===== src/sarseq_pkg.sv =====
`default_nettype none
package sarseq_pkg;

	// converter width and split between slow and fast trial groups
	localparam int RES_BITS  = 8;
	localparam int MSB_GROUP = 4;

	// timing figures in their own units
	localparam int MCLK_PERIOD_NS = 100;
	localparam int MSB_TRIAL_NS   = 160;
	localparam int LSB_TRIAL_NS   = 80;

	// a trial period is a least time: round up, never below one cycle
	localparam int LSB_CYC_RAW = (LSB_TRIAL_NS + MCLK_PERIOD_NS - 1) / MCLK_PERIOD_NS;
	localparam int LSB_CYC     = (LSB_CYC_RAW < 1) ? 1 : LSB_CYC_RAW;
	// slow trials run on the halved timing clock
	localparam int MSB_CYC     = 2 * LSB_CYC;

	localparam int DWELL_W = 4;

	// code loaded by the clear pulse: top bit on, all others off
	localparam logic [RES_BITS-1:0] INIT_CODE = 8'h80;
	// token position at clear: the top bit is under trial
	localparam logic [RES_BITS-1:0] TOK_INIT  = 8'h80;
	localparam logic [RES_BITS-1:0] TOK_NONE  = 8'h00;

	// converter control states
	typedef enum logic [1:0] {
		SARSEQ_IDLE,
		SARSEQ_CLEAR,
		SARSEQ_TRIAL
	} sarseq_state_t;

	// finished answer handed to the system
	typedef struct packed {
		logic                eoc;
		logic [RES_BITS-1:0] data;
	} sarseq_result_t;

endpackage : sarseq_pkg
`default_nettype wire


===== src/sarseq_bit_cell.sv =====
`default_nettype none
// one result flip-flop: preset by clear, set by its own trial start,
// clocked with the decision only when its own trial ends
module sarseq_bit_cell #(
	parameter logic INIT = 1'b0
) (
	// clock and reset
	input  wire logic mclk,
	input  wire logic rst,
	// control
	input  wire logic preset,
	input  wire logic set_trial,
	input  wire logic capture,
	input  wire logic decision,
	// state
	output var  logic q
);

	// clear has priority, then trial start, then capture; else hold
	always_ff @(posedge mclk) begin
		if (rst) begin
			q <= 1'b0;
		end else if (preset) begin
			q <= INIT;
		end else if (set_trial) begin
			q <= 1'b1;
		end else if (capture) begin
			q <= decision;
		end
	end

endmodule : sarseq_bit_cell
`default_nettype wire


===== src/sarseq_top.sv =====
`default_nettype none
// How it works
// - start is sampled high on a clock edge to begin a conversion.
// - right after acceptance an active-low clear pulse is issued.
// - clear sets the top result bit, clears the rest and puts the timing token on the top bit.
// - first trial is half scale; second trial adds the quarter-scale bit.
// - every result bit sees the decision, taking it only on its capture edge.
// - clear pulse is high again before the first timing shift.
// - top-group token moves only on half-rate ticks; each move sets the next bit.
// - setting a bit starts its trial and captures the previous decision.
// - bits neither set nor captured hold their values.
// - bits tried from first to eighth; end flag rises after the last capture.
// - four top bits get 200 ns each (the top one also the clear cycle), four low bits 100 ns each.
// - timing comes from a token on a fast clock and its halved copy.
module sarseq_top
	import sarseq_pkg::*;
#(
	parameter int N_BITS = RES_BITS
) (
	// clock and reset
	input  wire logic                mclk,
	input  wire logic                rst,
	// conversion request, asynchronous
	input  wire logic                start,
	// comparator decision on the code now driven
	input  wire logic                comp_in,
	// drive to the current-output converter
	output var  logic [N_BITS-1:0]   dac_code,
	// clear and reset pulse, active low
	output var  logic                clear_n,
	// answer and end-of-conversion
	output var  sarseq_result_t      conv_out
);

	sarseq_state_t       st;
	logic                start_m;
	logic                start_s;
	logic [N_BITS-1:0]   tok;
	logic [N_BITS:0]     tok_up;
	logic [DWELL_W-1:0]  dwell;
	logic                half_rate_timing_clock;
	logic                fast_timing_clock;
	logic                msb_grp;
	logic                adv;
	logic                last;
	logic                accept;
	logic                eoc_flag;
	logic [N_BITS-1:0]   answer;

	// start arrives from outside the clock domain
	always_ff @(posedge mclk) begin
		if (rst) begin
			start_m <= 1'b0;
			start_s <= 1'b0;
		end else begin
			start_m <= start;
			start_s <= start_m;
		end
	end

	// the decision judges our own registered code, so it is timed by mclk;
	// two flops here would hand each capture the previous trial's answer

	// start counts only when idle, so a mid-run request is dropped
	assign accept = (st == SARSEQ_IDLE) && start_s;

	// fast tick every lsb period; slow group also needs the half-rate phase
	assign fast_timing_clock = (dwell == DWELL_W'(LSB_CYC - 1));
	assign msb_grp           = |tok[N_BITS-1:N_BITS-MSB_GROUP];
	assign adv               = (st == SARSEQ_TRIAL) && fast_timing_clock
	                           && (!msb_grp || half_rate_timing_clock);
	assign last              = tok[0];

	// control sequence: idle, one clear cycle, then trials
	always_ff @(posedge mclk) begin
		if (rst) begin
			st <= SARSEQ_IDLE;
		end else begin
			unique case (st)
				SARSEQ_IDLE: begin
					if (accept) begin
						st <= SARSEQ_CLEAR;
					end
				end
				SARSEQ_CLEAR: begin
					st <= SARSEQ_TRIAL;
				end
				SARSEQ_TRIAL: begin
					if (adv && last) begin
						st <= SARSEQ_IDLE;
					end
				end
				default: begin
					st <= SARSEQ_IDLE;
				end
			endcase
		end
	end

	// clear pulse low for exactly the clear cycle
	always_ff @(posedge mclk) begin
		if (rst) begin
			clear_n <= 1'b1;
		end else begin
			clear_n <= !accept;
		end
	end

	// one-hot token stands for the two shift registers; clear leaves top bit
	always_ff @(posedge mclk) begin
		if (rst) begin
			tok <= TOK_NONE;
		end else if (accept) begin
			tok <= TOK_INIT;
		end else if (adv) begin
			tok <= tok >> 1;
		end
	end

	// fast timing divider and halved copy, both restarted by clear
	always_ff @(posedge mclk) begin
		if (rst) begin
			dwell                  <= '0;
			half_rate_timing_clock <= 1'b0;
		end else if (st != SARSEQ_TRIAL) begin
			dwell                  <= '0;
			half_rate_timing_clock <= 1'b0;
		end else if (fast_timing_clock) begin
			dwell                  <= '0;
			half_rate_timing_clock <= !half_rate_timing_clock;
		end else begin
			dwell <= dwell + DWELL_W'(1);
		end
	end

	// token widened by one so the top cell's set input reads a plain zero
	assign tok_up = {1'b0, tok};

	// result cells: one flip-flop per bit, set when the token reaches it
	genvar gi;
	generate
		for (gi = 0; gi < N_BITS; gi++) begin : g_bit
			sarseq_bit_cell #(
				.INIT      (INIT_CODE[gi])
			) i_sarseq_bit_cell (
				.mclk      (mclk),
				.rst       (rst),
				.preset    (accept),
				.set_trial (adv && tok_up[gi+1]),
				.capture   (adv && tok[gi]),
				.decision  (comp_in),
				.q         (dac_code[gi])
			);
		end
	endgenerate

	// answer held separately so it stays steady through the next clear
	always_ff @(posedge mclk) begin
		if (rst) begin
			answer <= '0;
		end else if (adv && last) begin
			answer <= {dac_code[N_BITS-1:1], comp_in};
		end
	end

	// end flag: low from reset, up after last capture, down on next accept
	always_ff @(posedge mclk) begin
		if (rst) begin
			eoc_flag <= 1'b0;
		end else if (adv && last) begin
			eoc_flag <= 1'b1;
		end else if (accept) begin
			eoc_flag <= 1'b0;
		end
	end

	// one driver for the whole result word, both fields straight from flops
	assign conv_out = '{eoc: eoc_flag, data: answer};
endmodule : sarseq_top
`default_nettype wire


===== config.mk =====
export PLATFORM = sky130hd
export DESIGN_NAME = sarseq_top
export DESIGN_NICKNAME = d
export VERILOG_FILES = /design/src/sarseq_pkg.sv /design/src/sarseq_bit_cell.sv /design/src/sarseq_top.sv
export SDC_FILE = /design/constraint.sdc
export NUM_CORES = 1
export LEC_CHECK = 0
export BUFFER_PORTS_ARGS = -buffer_cell sky130_fd_sc_hd__buf_2
export CORE_ASPECT_RATIO = 0.75
export CORE_UTILIZATION = 45
export DETAILED_ROUTE_END_ITERATION = 10
export GPL_TIMING_DRIVEN = 0
export PLACE_DENSITY = 0.62
export RECOVER_POWER = 50
export SYNTH_ARGS = -nofsm -noshare
export SYNTH_HDL_FRONTEND = slang
export SYNTH_SLANG_ARGS = --single-unit

===== constraint.sdc =====
create_clock -name mclk -period 2.2 [get_ports mclk]
set_input_delay 0.44 -clock mclk [delete_from_list [all_inputs] [get_ports mclk]]
set_output_delay 0.44 -clock mclk [all_outputs]
set_load 0.01 [all_outputs]

Yosys cells after proc, flatten, opt, wreduce, memory -nomap -nowiden
Cells that the tools add are included.
Word-level totals
  register bits: 35
  input bits: 4
Operators by class
  equal/unequal tests: 5
  mux-type cells: 23
  add/subtract/negate cells: 1
  reductions and logical operators: 32
Operators with widths (number)
  nonzero test 2 bit: 10
  2-to-1 mux 1 bit: 18
  2-to-1 mux 8 bit: 2
  logical AND 1 bit: 11
  one-hot mux 2 bit (3 select lines): 1
  adder 4 x 1 -> 4 bit, second input constant: 1
  logical NOT 4 bit: 1
  2-to-1 mux 2 bit: 2
  inequality test 2 bit, second input constant: 2
  OR reduction 2 bit: 2
  OR reduction 4 bit: 1
  logical NOT 1 bit: 3
  OR reduction 3 bit: 1
  equality test 2 x 1 -> 1 bit, second input constant: 1
  equality test 2 bit, second input constant: 1
  logical NOT 2 bit: 1
  inequality test 2 x 1 -> 1 bit, second input constant: 1
  AND reduction 2 bit: 1
  logical OR 1 bit: 1

Depth between registers and ports, before layout
Gate-level depths: netlist of run 1.
  depth in word-level cells: 7
  depth in mapped cells: 8
  depth with buffers taken out: 6

Cells and area by module
From an unflattened synthesis of run 1, not the netlist that was laid out.
Second synthesis, totals
  cells, all modules: 157
  area, all modules: 1508.9 µm²
By module, submodules not included
  sarseq_top: area an instance 1146.1 µm², cells each 125, times used 1
  sarseq_bit_cell (g_bit[0].i_sarseq_bit_cell ...): area an instance 46.3 µm², cells each 4, times used 7
  sarseq_bit_cell (g_bit[7].i_sarseq_bit_cell): area an instance 38.8 µm², cells each 4, times used 1

Least setup slack after synthesis of run 1
OpenSTA, ideal clock, no wires.
  path kind: reg-to-reg
  start point: register dwell[0]
  end point: register g_bit[4].i_sarseq_bit_cell.q
  arrival: 1.446 ns
  slack: 0.635 ns
  data required time: 2.081 ns
  library setup time: 0.119 ns
  stages on the path, launching flop included: 7
  path through: dfxtp_1 inv_1 ha_1 or3b_1 nor4_2 a21oi_1 o221a_2
On the way
  word-level cells in the longest chain between the ends: 5
RTL lines
  start: declaration: RTL line sarseq_top.sv:40  | logic [DWELL_W-1:0] dwell;
  start signal: assignment: RTL line sarseq_top.sv:132  | dwell <= dwell + DWELL_W'(1);
  logical NOT 4 bit (*): RTL line sarseq_top.sv:68  | assign fast_timing_clock = (dwell == DWELL_W'(LSB_CYC - 1));
  logical AND 1 bit (*): RTL line sarseq_top.sv:70  | assign adv = (st == SARSEQ_TRIAL) && fast_timing_clock
  logical AND 1 bit (*): RTL line sarseq_top.sv:71  | && (!msb_grp || half_rate_timing_clock);
  logical AND 1 bit (on tied branches): RTL line sarseq_top.sv:149, sarseq_top.sv:150
  2-to-1 mux 1 bit or nonzero test 2 bit (tied branches)
  end signal: assignment: RTL line sarseq_bit_cell.sv:28  | q <= decision;
  end: declaration: RTL line sarseq_bit_cell.sv:16  | output var logic q
Mark *: on every way between the ends. The rest lies on a longest branch, timed or not.
A chain may end at the register's enable or synchronous reset.

Worst setup path after layout of run 1
  start point: register dwell[0]
  end point: register g_bit[1].i_sarseq_bit_cell.q
On the way
  word-level cells in the longest chain between the ends: 5
RTL lines (RTL line)
  logical NOT 4 bit (*): sarseq_top.sv:68
  logical AND 1 bit (*): sarseq_top.sv:70
  logical AND 1 bit (*): sarseq_top.sv:71
  logical AND 1 bit (on tied branches): sarseq_top.sv:149, sarseq_top.sv:150
  2-to-1 mux 1 bit or nonzero test 2 bit (tied branches)
  end signal: assignment: sarseq_bit_cell.sv:28
  end: declaration: sarseq_bit_cell.sv:16
Marked as above.

==> results.md, run 1 <==
* Outcome: finished, final reports clean
* Antenna diodes at 0
* Detailed placer's ending HPWL at just over 2000 um
* Clock latency on the worst-skew pair at slightly below 0.3 ns
* Simple-gate share of the synthesized area at 0.2401
* Synth warn at 0
* Cts hold-fix bufs at 0
* Clock network power share at 0.390
* CTS root buf: clkbuf_8
* Dpl ws at 0.4602 ns
* Most frequent cells in the layout: dfxtp_1, nand2_1, clkbuf_1, a21oi_1, nor2_1
* Xor/xnor share of the synthesized area at 0.01801
* Via Count at 1169
* IO buf count at 20
* Setup Total Neg Slack at 0 ns
* DR vias/cell at just over 5
* Row count at 17
* Total chip power at 1.131 mW
* Setup violations, final at 0
* Gr ovfl total at 0
* Final Worst Setup Slack at between 0.4 and 0.5 ns
* First-pass GRT wire length at 4650 um
* FF+latch count, synth at 35
* Top post-synthesis cells by area: dfxtp_1, a21oi_1, nand2_1, buf_4, nor2_1
* Layout cells sized above 1 at 0.1789
* Worst-path clk slew at 0.07 ns
* Pre-antenna DRT Iters at 4
* Largest net degree at the start of global routing at 11
* CTS tree: yes
* Max clock buf depth at 2
* Drt initial violations at 46
* H-tree depth at 2
* Synth Area in Compound Gates at 0.1184
* NetSw at roughly 250 uW
* Fin crit share at 0.8079
* Int Pwr at 878.0 uW
* Post_cts resized at 0
* Fill count at 280
* Mux contribution to synthesized area at 0.03431
* Sequential power share at 0.569
* Sw frac at 0.2237
* WL/cell at 12.69 um
* Crit Path Category: reg -> reg
* CP arrival at 1.93 ns
* Static leakage at slightly below 0.7 nW
* Register area share after synthesis at 0.4803
* Maximum VDD drop at between 400 and 500 uV
* Asr flop ratio synth at 0
* Total track usage at 0.1941
* Post-CTS setup buffers at 0
* CP required at ~2.4 ns
* Unrepaired setup endpoints after global routing: false
* Gate Count Post-Synth at about 160
* Worst setup SP type: flip-flop
* Distinct cells, synth at 32
* CTS sink cnt at 35
* Largest family of logic cells by synthesized area: simple AND/OR/NAND/NOR gates
* Post-Synth Adder-Cell Area at 0.01715
* Logic pwr share at 0.041
* Skew final at 0.004609 ns
* Final wirelength at 2894 um
* Top_reg_cell synth: dfxtp_1
* Post-synth top area share at 0.4803
* Initial core utilization at 0.4830
* Max_cap viols at 0
* Cell type with the largest total area after synthesis: dfxtp_1
* Worst slew pin tran at 0.5218 ns
* Commonest non-fill, non-tap cell in the layout: dfxtp_1
* Number of antenna violations at the first check in global routing at 0
* Slew HR at 0.6514
* Max Transition Viols Final at 0
* CP max FO at 10
* Vias in the first global route at 1015
* Die X at 67.75 um
* Fin crit period at approximately 1.8 ns
* Total core area at 3020 sq um
* Pwr Density at approximately 680 nW/um^2
* ANT nets after route at 0
* Syn nets at 168
* EDFF count, synth at 0
* Ports at 22
* Routability cong. at 0.8121
* NumNets Final at 195
* Final-report hold violation count at 0
* DIE AREA at 3476 sq um
* Die height at 51.31 um
* Netlist Area Pre-Place at 1459 sq um
* Area grow syn2layout at 14.49%
* CP endpoint kind: flip-flop
* Synth Area per Inst at roughly 9 sq um
* CTS buffer count at 5
* DRC at 0
* Hold WC Path Type: in -> reg
* Fmax at roughly 560 MHz
==> Yosys cell counts, types with 2 or more instances <==
cell type,instances
nor4_2,2
xnor2_1,2
nor2_1,16
inv_1,4
nand2b_1,2
ha_1,2
clkbuf_1,4
buf_2,2
a21oi_1,20
nor3_1,7
o221a_2,2
buf_4,9
o31ai_1,2
nand3_1,5
or2_2,4
nor4b_1,3
dfxtp_1,35
nand2_1,20
mux2i_1,5
nor2b_1,4
==> power groups by stage <==
stage / Clock [mW] / Sequential, mW / Combinational [mW]
3_3_place_gp: 0 / 0.658 / 0.0464
6_report: 0.441 / 0.644 / 0.0466
4_1_cts: 0.450 / 0.644 / 0.0475
5_1_grt: 0.472 / 0.644 / 0.0526
3_5_place_dp: 0 / 0.658 / 0.0473
2_1_floorplan: 0 / 0.658 / 0.0338
==> metal layers <==
metal | wire length (um) | part of all wire | global-route usage
met5 | 0 | 0 | 0
met4 | 58 | 0.020 | 0.09574
met3 | 224 | 0.077 | 0.05357
met2 | 1181 | 0.41 | 0.2904
met1 | 1430 | 0.49 | 0.2531
==> flip-flops by register name (all words and copies together), names as in the netlist <==
register / flops
g_bit.i_sarseq_bit_cell.q: 8
half_rate_timing_clock: 1
clear_n: 1
st: 2
start_m: 1
start_s: 1
tok: 8
dwell: 4
eoc_flag: 1
answer: 8
==> final timing paths <==
kind             from                           end  slack (ns)  cells after the start
max          dwell[0]  g_bit[1].i_sarseq_bit_cell.q        0.42                      7
min             start                       start_m        0.36                      2
max reg2reg  dwell[0]  g_bit[1].i_sarseq_bit_cell.q        0.42                      7
min reg2reg   start_m                       start_s        0.45                      1
==> metrics by stage <==
stage,instances,hold slack [ns],area [sq um],utilization
final,228,0.3633,1670,0.5530
after global routing,228,0.3896,1670,0.5530
after CTS,228,0.3609,1688,0.5588
after detailed placement,220,0.4334,1607,0.5319
after global placement,220,0.4229,1607,0.5319
after floorplan,162,0.4138,1459,-
==> logic make-up after synthesis <==
family | after synthesis
muxes | 5
DFF | 35
AOI/OAI and AO/OA | 28
xor gates and xnor gates | 3
buffers and inverters | 21
and+or+nand+nor | 68
adders and majority gates | 2
==> layout make-up <==
cell class,count,area [sq um],share of cell area
Buffer,17,118.9,0.07116
Tap cell,38,47.55,0.02846
Timing Repair Buffer,20,82.58,0.04944
Sequential cell,35,700.7,0.4195
Inverter,4,15.01,0.008989
Clock inverter,1,5.005,0.002996
Multi-Input combinational cell,106,624.3,0.3738
Clock buffer,7,76.32,0.04569
==> worst max-delay path, stage by stage, from the launching register on <==
cell	delay, ns
dfxtp_1	0.34
inv_1	0.06
ha_1	0.15
nor3b_2	0.33
o211ai_1	0.19
buf_2	0.22
nor4b_1	0.26
nor3_1	0.08
No activity file was read; power rests on OpenSTA's default activity.
==> inputs of run 2 (changes only) <==
==> constraint.sdc (replaced) <==
create_clock -name mclk -period 1.8 [get_ports mclk]
set_input_delay 0.36 -clock mclk [delete_from_list [all_inputs] [get_ports mclk]]
set_output_delay 0.36 -clock mclk [all_outputs]
set_load 0.01 [all_outputs]
==> run 2 against run 1 <==
Net effect:
- die area unchanged
- register-to-register slack worse by 0.32 ns
- hold slack got worse by 0.081 ns
- wire length increased by 2.6%
- critical path depth unchanged
- sequential power up 22%
- clock skew increased by 0.00052 ns
- worst setup slack got worse by 0.32 ns
- clock-buffer cell count stayed put
- critical endpoint unchanged
- largest cell class unchanged
- largest power group unchanged
- highest routed layer unchanged
==> results.md, run 2 (synthesized netlist as in run 1, its figures left out) <==
* Outcome: finished, final reports clean (unchanged)
* Worst setup SP type: flip-flop (unchanged)
* Total chip power at 1.387 mW (was 1.131 mW)
* Fin crit share at 0.9435 (was 0.8079)
* Pwr Density at 810.0 nW/um^2 (was 677.1 nW/um^2)
* Setup violations, final at 0 (unchanged)
* Via Count at 1187 (was 1169)
* DRC at 0 (unchanged)
* DR vias/cell at 5.161 (was 5.127)
* WL/cell at 12.90 um (was 12.69 um)
* Total core area at 3020 sq um (unchanged)
* Max clock buf depth at 2 (unchanged)
* Row count at 17 (unchanged)
* DIE AREA at 3476 sq um (unchanged)
* CP required at 1.96 ns (was 2.36 ns)
* Most frequent cells in the layout: dfxtp_1, nand2_1, clkbuf_1, a21oi_1, nor2_1 (unchanged)
* CP max FO at 10 (unchanged)
* Maximum VDD drop at 560.7 uV (was 454.5 uV)
* Layout cells sized above 1 at 0.1979 (was 0.1789)
* Slew HR at 0.6746 (was 0.6514)
* Fill count at 273 (was 280)
* Routability cong. at 0.8121 (unchanged)
* Fin crit period at 1.698 ns (was 1.777 ns)
* H-tree depth at 2 (unchanged)
* Area grow syn2layout at 17.41% (was 14.49%)
* Cts hold-fix bufs at 0 (unchanged)
* Dpl ws at 0.06020 ns (was 0.4602 ns)
* Gr ovfl total at 0 (unchanged)
* CP arrival at 1.85 ns (was 1.93 ns)
* Hold WC Path Type: in -> reg (unchanged)
* CTS root buf: clkbuf_8 (unchanged)
* IO buf count at 20 (unchanged)
* ANT nets after route at 0 (unchanged)
* Ports at 22 (unchanged)
* Worst-path clk slew at 0.07 ns (about the same)
* Pre-antenna DRT Iters at 4 (unchanged)
* Crit Path Category: reg -> reg (unchanged)
* First-pass GRT wire length at 4650 um (unchanged)
* Vias in the first global route at 1015 (unchanged)
* Largest net degree at the start of global routing at 11 (unchanged)
* CTS sink cnt at 35 (unchanged)
* Static leakage at 0.7113 nW (was 0.6941 nW)
* Final Worst Setup Slack at 0.1016 ns (was 0.4226 ns)
* Skew final at 0.005126 ns (was 0.004609 ns)
* Die X at 67.75 um (unchanged)
* Total track usage at 0.1941 (unchanged)
* Register area at 700.7 sq um (unchanged)
* Regs by FF count: answer x8, g_bit.i_sarseq_bit_cell.q x8, tok x8 (unchanged)
* CP endpoint kind: flip-flop (unchanged)
* Initial core utilization at 0.4830 (unchanged)
* CTS buffer count at 5 (unchanged)
* Commonest non-fill, non-tap cell in the layout: dfxtp_1 (unchanged)
* CTS tree: yes (unchanged)
* Final-report hold violation count at 0 (unchanged)
* Drt initial violations at 50 (was 46)
* Number of antenna violations at the first check in global routing at 0 (unchanged)
* Fmax at 588.8 MHz (was 562.6 MHz)
* Max Transition Viols Final at 0 (unchanged)
* Antenna diodes at 0 (unchanged)
* Final wirelength at 2968 um (was 2894 um)
* Max_cap viols at 0 (unchanged)
* NumNets Final at 197 (was 195)
* Die height at 51.31 um (unchanged)
* Detailed placer's ending HPWL at 2022 um (unchanged)
* Area of the multi-input gates at 646.9 sq um (was 624.3 sq um)
* Clock latency on the worst-skew pair at 0.29 ns (about the same)
* Worst slew pin tran at 0.4880 ns (was 0.5218 ns)
==> run 2: final cells by class <==
| class | instances | area share |
|---|---|---|
| flip-flops and latches | 35 | 0.4091 |
| multi-input cells | 106 | 0.3776 |
| plain buffers | 17 | 0.07232 |
| repair buffers | 22 | 0.05698 |
| clock buffers | 7 | 0.04456 |
| well taps | 38 | 0.02776 |
| inverters | 4 | 0.008766 |
| clock inverters | 1 | 0.002922 |
==> run 2: worst paths after layout <==
kind            start                            to  slack (ns)  cells past startpoint
min reg2reg   start_m                       start_s        0.45                      1
max reg2reg  dwell[0]  g_bit[1].i_sarseq_bit_cell.q        0.10                      7
max          dwell[0]  g_bit[1].i_sarseq_bit_cell.q        0.10                      7
min             start                       start_m        0.28                      2
==> run 2: timing repair <==
action                                 CTS  global route
buffers inserted                         0             2
endpoints found under the hold margin    0             0
setup endpoints to repair                0            17
resized for setup                        0             6
==> run 2: through the flow <==
stage                     std cells  utilization  setup TNS [ns]  cell area (sq um)  hold WS, ns
final                           230       0.5671               0               1713       0.2820
after CTS                       228       0.5588               0               1688       0.2809
after floorplan                 162            -               0               1459       0.4138
after detailed placement        220       0.5319               0               1607       0.4334
after global placement          220       0.5319               0               1607       0.4229
after global routing            230       0.5671        -0.03042               1713       0.3096
==> run 2: layer usage <==
layer	GRT usage	share of wire	up-vias
met3	0.05357	0.051	8
met1	0.2531	0.51	539
met2	0.2904	0.42	34
li1	-	-	606
met5	0	0	-
met4	0.09574	0.020	0
==> run 2: where the power goes <==
group	internal, mW	total, mW	switching [mW]	leakage [nW]
clock	0.271	0.540	0.269	0.0422
combinational	0.0220	0.0602	0.0382	0.386
sequential	0.781	0.787	0.00578	0.283
==> run 2: worst max-delay path, stage by stage, from the launching register on <==
cell and delay, ns:
dfxtp_1 0.34, inv_1 0.06, ha_1 0.17, nor3b_4 0.28
o211ai_1 0.16, clkbuf_4 0.22, nor4b_1 0.26, nor3_1 0.08
==> inputs of run 3 (changes only) <==
--- a/config.mk
+++ b/config.mk
@@ -11,7 +11,6 @@
 export DETAILED_ROUTE_END_ITERATION = 10
 export GPL_TIMING_DRIVEN = 0
 export PLACE_DENSITY = 0.62
-export RECOVER_POWER = 50
 export SYNTH_ARGS = -nofsm -noshare
 export SYNTH_HDL_FRONTEND = slang
 export SYNTH_SLANG_ARGS = --single-unit
==> run 3 against run 2 <==
Net effect:
- non-clock buffer count is the same
- critical path depth did not move
- worst setup slack worse by 0.0011 ns
- combinational power is 0.7% higher
- clock skew barely moved
- clock-buffer cell count unchanged
- critical path type unchanged
- register-to-register slack about the same
- final area rose by 1.0%
- via count is 0.84% higher
- sequential share of layout area down 0.41 points
- cell count is the same
==> results.md, run 3 (synthesized netlist as in run 1, its figures left out) <==
* Number of antenna violations at the first check in global routing at 0 (unchanged)
* Drt initial violations at 50 (unchanged)
* Final-report hold violation count at 0 (unchanged)
* Dpl ws at 0.06020 ns (unchanged)
* CTS tree: yes (unchanged)
* Total core area at 3020 sq um (unchanged)
* IO buf count at 20 (unchanged)
* Initial core utilization at 0.4830 (unchanged)
* First-pass GRT wire length at 4650 um (unchanged)
* Final Worst Setup Slack at 0.1006 ns (was 0.1016 ns)
* Skew final at 0.005139 ns (was 0.005126 ns)
* WHS Path Cells at 2 (unchanged)
* Layout cells sized above 1 at 0.2708 (was 0.1979)
* Crit Path Category: reg -> reg (unchanged)
* NumNets Final at 197 (unchanged)
* Reg-to-reg slack, setup at 0.10 ns (about the same)
* Pwr Density at 802.0 nW/um^2 (was 810.0 nW/um^2)
* H-tree depth at 2 (unchanged)
* Crit path cell chain: inv_1 > ha_1 > nor3b_4 > o211ai_1 > clkbuf_4 > nor4b_1 > nor3_1 (unchanged)
* Setup violations, final at 0 (unchanged)
* CTS root buf: clkbuf_8 (unchanged)
* Worst-path clk slew at 0.07 ns (about the same)
* Static leakage at 0.7714 nW (was 0.7113 nW)
* DIE AREA at 3476 sq um (unchanged)
* Reg2Reg Launch Point: dwell[0] (unchanged)
* Total chip power at 1.388 mW (was 1.387 mW)
* CP endpoint kind: flip-flop (unchanged)
* Worst setup SP type: flip-flop (unchanged)
* Register area at 700.7 sq um (unchanged)
* Detailed placer's ending HPWL at 2022 um (unchanged)
* Area of the multi-input gates at 646.9 sq um (unchanged)
* Regs by FF count: answer x8, g_bit.i_sarseq_bit_cell.q x8, tok x8 (unchanged)
* CP max-delay cell: dfxtp_1 (unchanged)
* HP Start: start (unchanged)
* Commonest non-fill, non-tap cell in the layout: dfxtp_1 (unchanged)
* Gr ovfl total at 0 (unchanged)
* Maximum VDD drop at 565.1 uV (was 560.7 uV)
* Worst slew pin tran at 0.4799 ns (was 0.4880 ns)
* Outcome: finished, final reports clean (unchanged)
* Die height at 51.31 um (unchanged)
* Fin area at 1730 sq um (was 1713 sq um)
* Cts hold-fix bufs at 0 (unchanged)
* Post-route insts no fill at 230 (unchanged)
* Antenna diodes at 0 (unchanged)
* Fin crit share at 0.9441 (was 0.9435)
* DR vias/cell at 5.204 (was 5.161)
* Max_cap viols at 0 (unchanged)
* DRC at 0 (unchanged)
* Worst Reg-to-Reg Cells at 7 (unchanged)
* CP required at 1.96 ns (about the same)
* Total track usage at 0.1941 (unchanged)
* CP arrival at 1.85 ns (about the same)
* Dpl cell area at 1607 sq um (unchanged)
* CTS sink cnt at 35 (unchanged)
* Via Count at 1197 (was 1187)
* Fin crit period at 1.699 ns (was 1.698 ns)
* RR Endpoint: g_bit[1].i_sarseq_bit_cell.q (unchanged)
* Area grow syn2layout at 18.61% (was 17.41%)
* ANT nets after route at 0 (unchanged)
* Fill count at 269 (was 273)
* Final hold slack at 0.2819 ns (was 0.2820 ns)
* WL/cell at 12.88 um (was 12.90 um)
* Setup Total Neg Slack at 0 ns (unchanged)
* CP max FO at 10 (unchanged)
* Final wirelength at 2962 um (was 2968 um)
* Hold WC Path Type: in -> reg (unchanged)
* Row count at 17 (unchanged)
* CTS buffer count at 5 (unchanged)
* Max clock buf depth at 2 (unchanged)
* Slew HR at 0.6801 (was 0.6746)
* Pre-antenna DRT Iters at 4 (unchanged)
* Utilization after layout at 0.5729 (was 0.5671)
* Worst path max stage delay at 0.34 ns (about the same)
* Clock latency on the worst-skew pair at 0.29 ns (about the same)
* Max Transition Viols Final at 0 (unchanged)
* Die X at 67.75 um (unchanged)
* Hold-critical path endpoint: start_m (unchanged)
* Most frequent cells in the layout: dfxtp_1, nand2_1, a21oi_1, buf_2, nor2_1 (was dfxtp_1, nand2_1, clkbuf_1, a21oi_1, nor2_1)
* Vias in the first global route at 1015 (unchanged)
* Placed Instances at 220 (unchanged)
* Largest net degree at the start of global routing at 11 (unchanged)
* Fmax at 588.4 MHz (was 588.8 MHz)
* Ports at 22 (unchanged)
* Routability cong. at 0.8121 (unchanged)
## run 3: cell count changes in the layout (fill, tap and decap cells not counted)
cell      change
buf_4         +3
buf_2        +14
clkbuf_4      -3
clkbuf_1     -14
## run 3: area by class of cell
cell class | instances | area share
tap | 38 | 0.02748
inverter | 4 | 0.008677
timing repair buffer | 22 | 0.06652
clock buffer | 7 | 0.04411
multi-input combinational | 106 | 0.3738
buffer | 17 | 0.07158
clock inverter | 1 | 0.002892
sequential | 35 | 0.4049
## run 3: where the power goes
group          internal, mW  switching [mW]  leakage (nW)
combinational        0.0225          0.0381         0.446
sequential            0.781         0.00577         0.283
clock                 0.271           0.269        0.0422
total                  1.08           0.313         0.771
## run 3: routing by layer
layer | GRT usage | wire (um) | vias up
met1 | 0.2531 | 1480 | 546
met4 | 0.09574 | 58 | 0
met5 | 0 | 0 | -
met2 | 0.2904 | 1267 | 38
li1 | - | - | 605
met3 | 0.05357 | 156 | 8
## run 3: worst max-delay path by stage
| stage | to | from |
|---|---|---|
| 6_report | g_bit[1].i_sarseq_bit_cell.q | dwell[0] |
| 5_1_grt | g_bit[1].i_sarseq_bit_cell.q | dwell[0] |
| 4_1_cts | g_bit[1].i_sarseq_bit_cell.q | dwell[0] |
| 2_1_floorplan | g_bit[4].i_sarseq_bit_cell.q | dwell[0] |
| 3_5_place_dp | g_bit[3].i_sarseq_bit_cell.q | dwell[0] |
| 3_3_place_gp | g_bit[1].i_sarseq_bit_cell.q | dwell[0] |
## run 3: repair_timing
action	4_1_cts	5_1_grt
endpoints found under the hold margin	0	0
gates resized for setup	0	6
setup endpoints to repair	0	17
buffers inserted	0	2
## run 3: worst max-delay path: cells and delay by family (launching register included)
kind,cells,cell delay [ns]
AOI/OAI and AO/OA,1,0.16
adders and majority gates,1,0.17
buffers and inverters,2,0.28
DFF,1,0.34
and+or+nand+nor,3,0.62
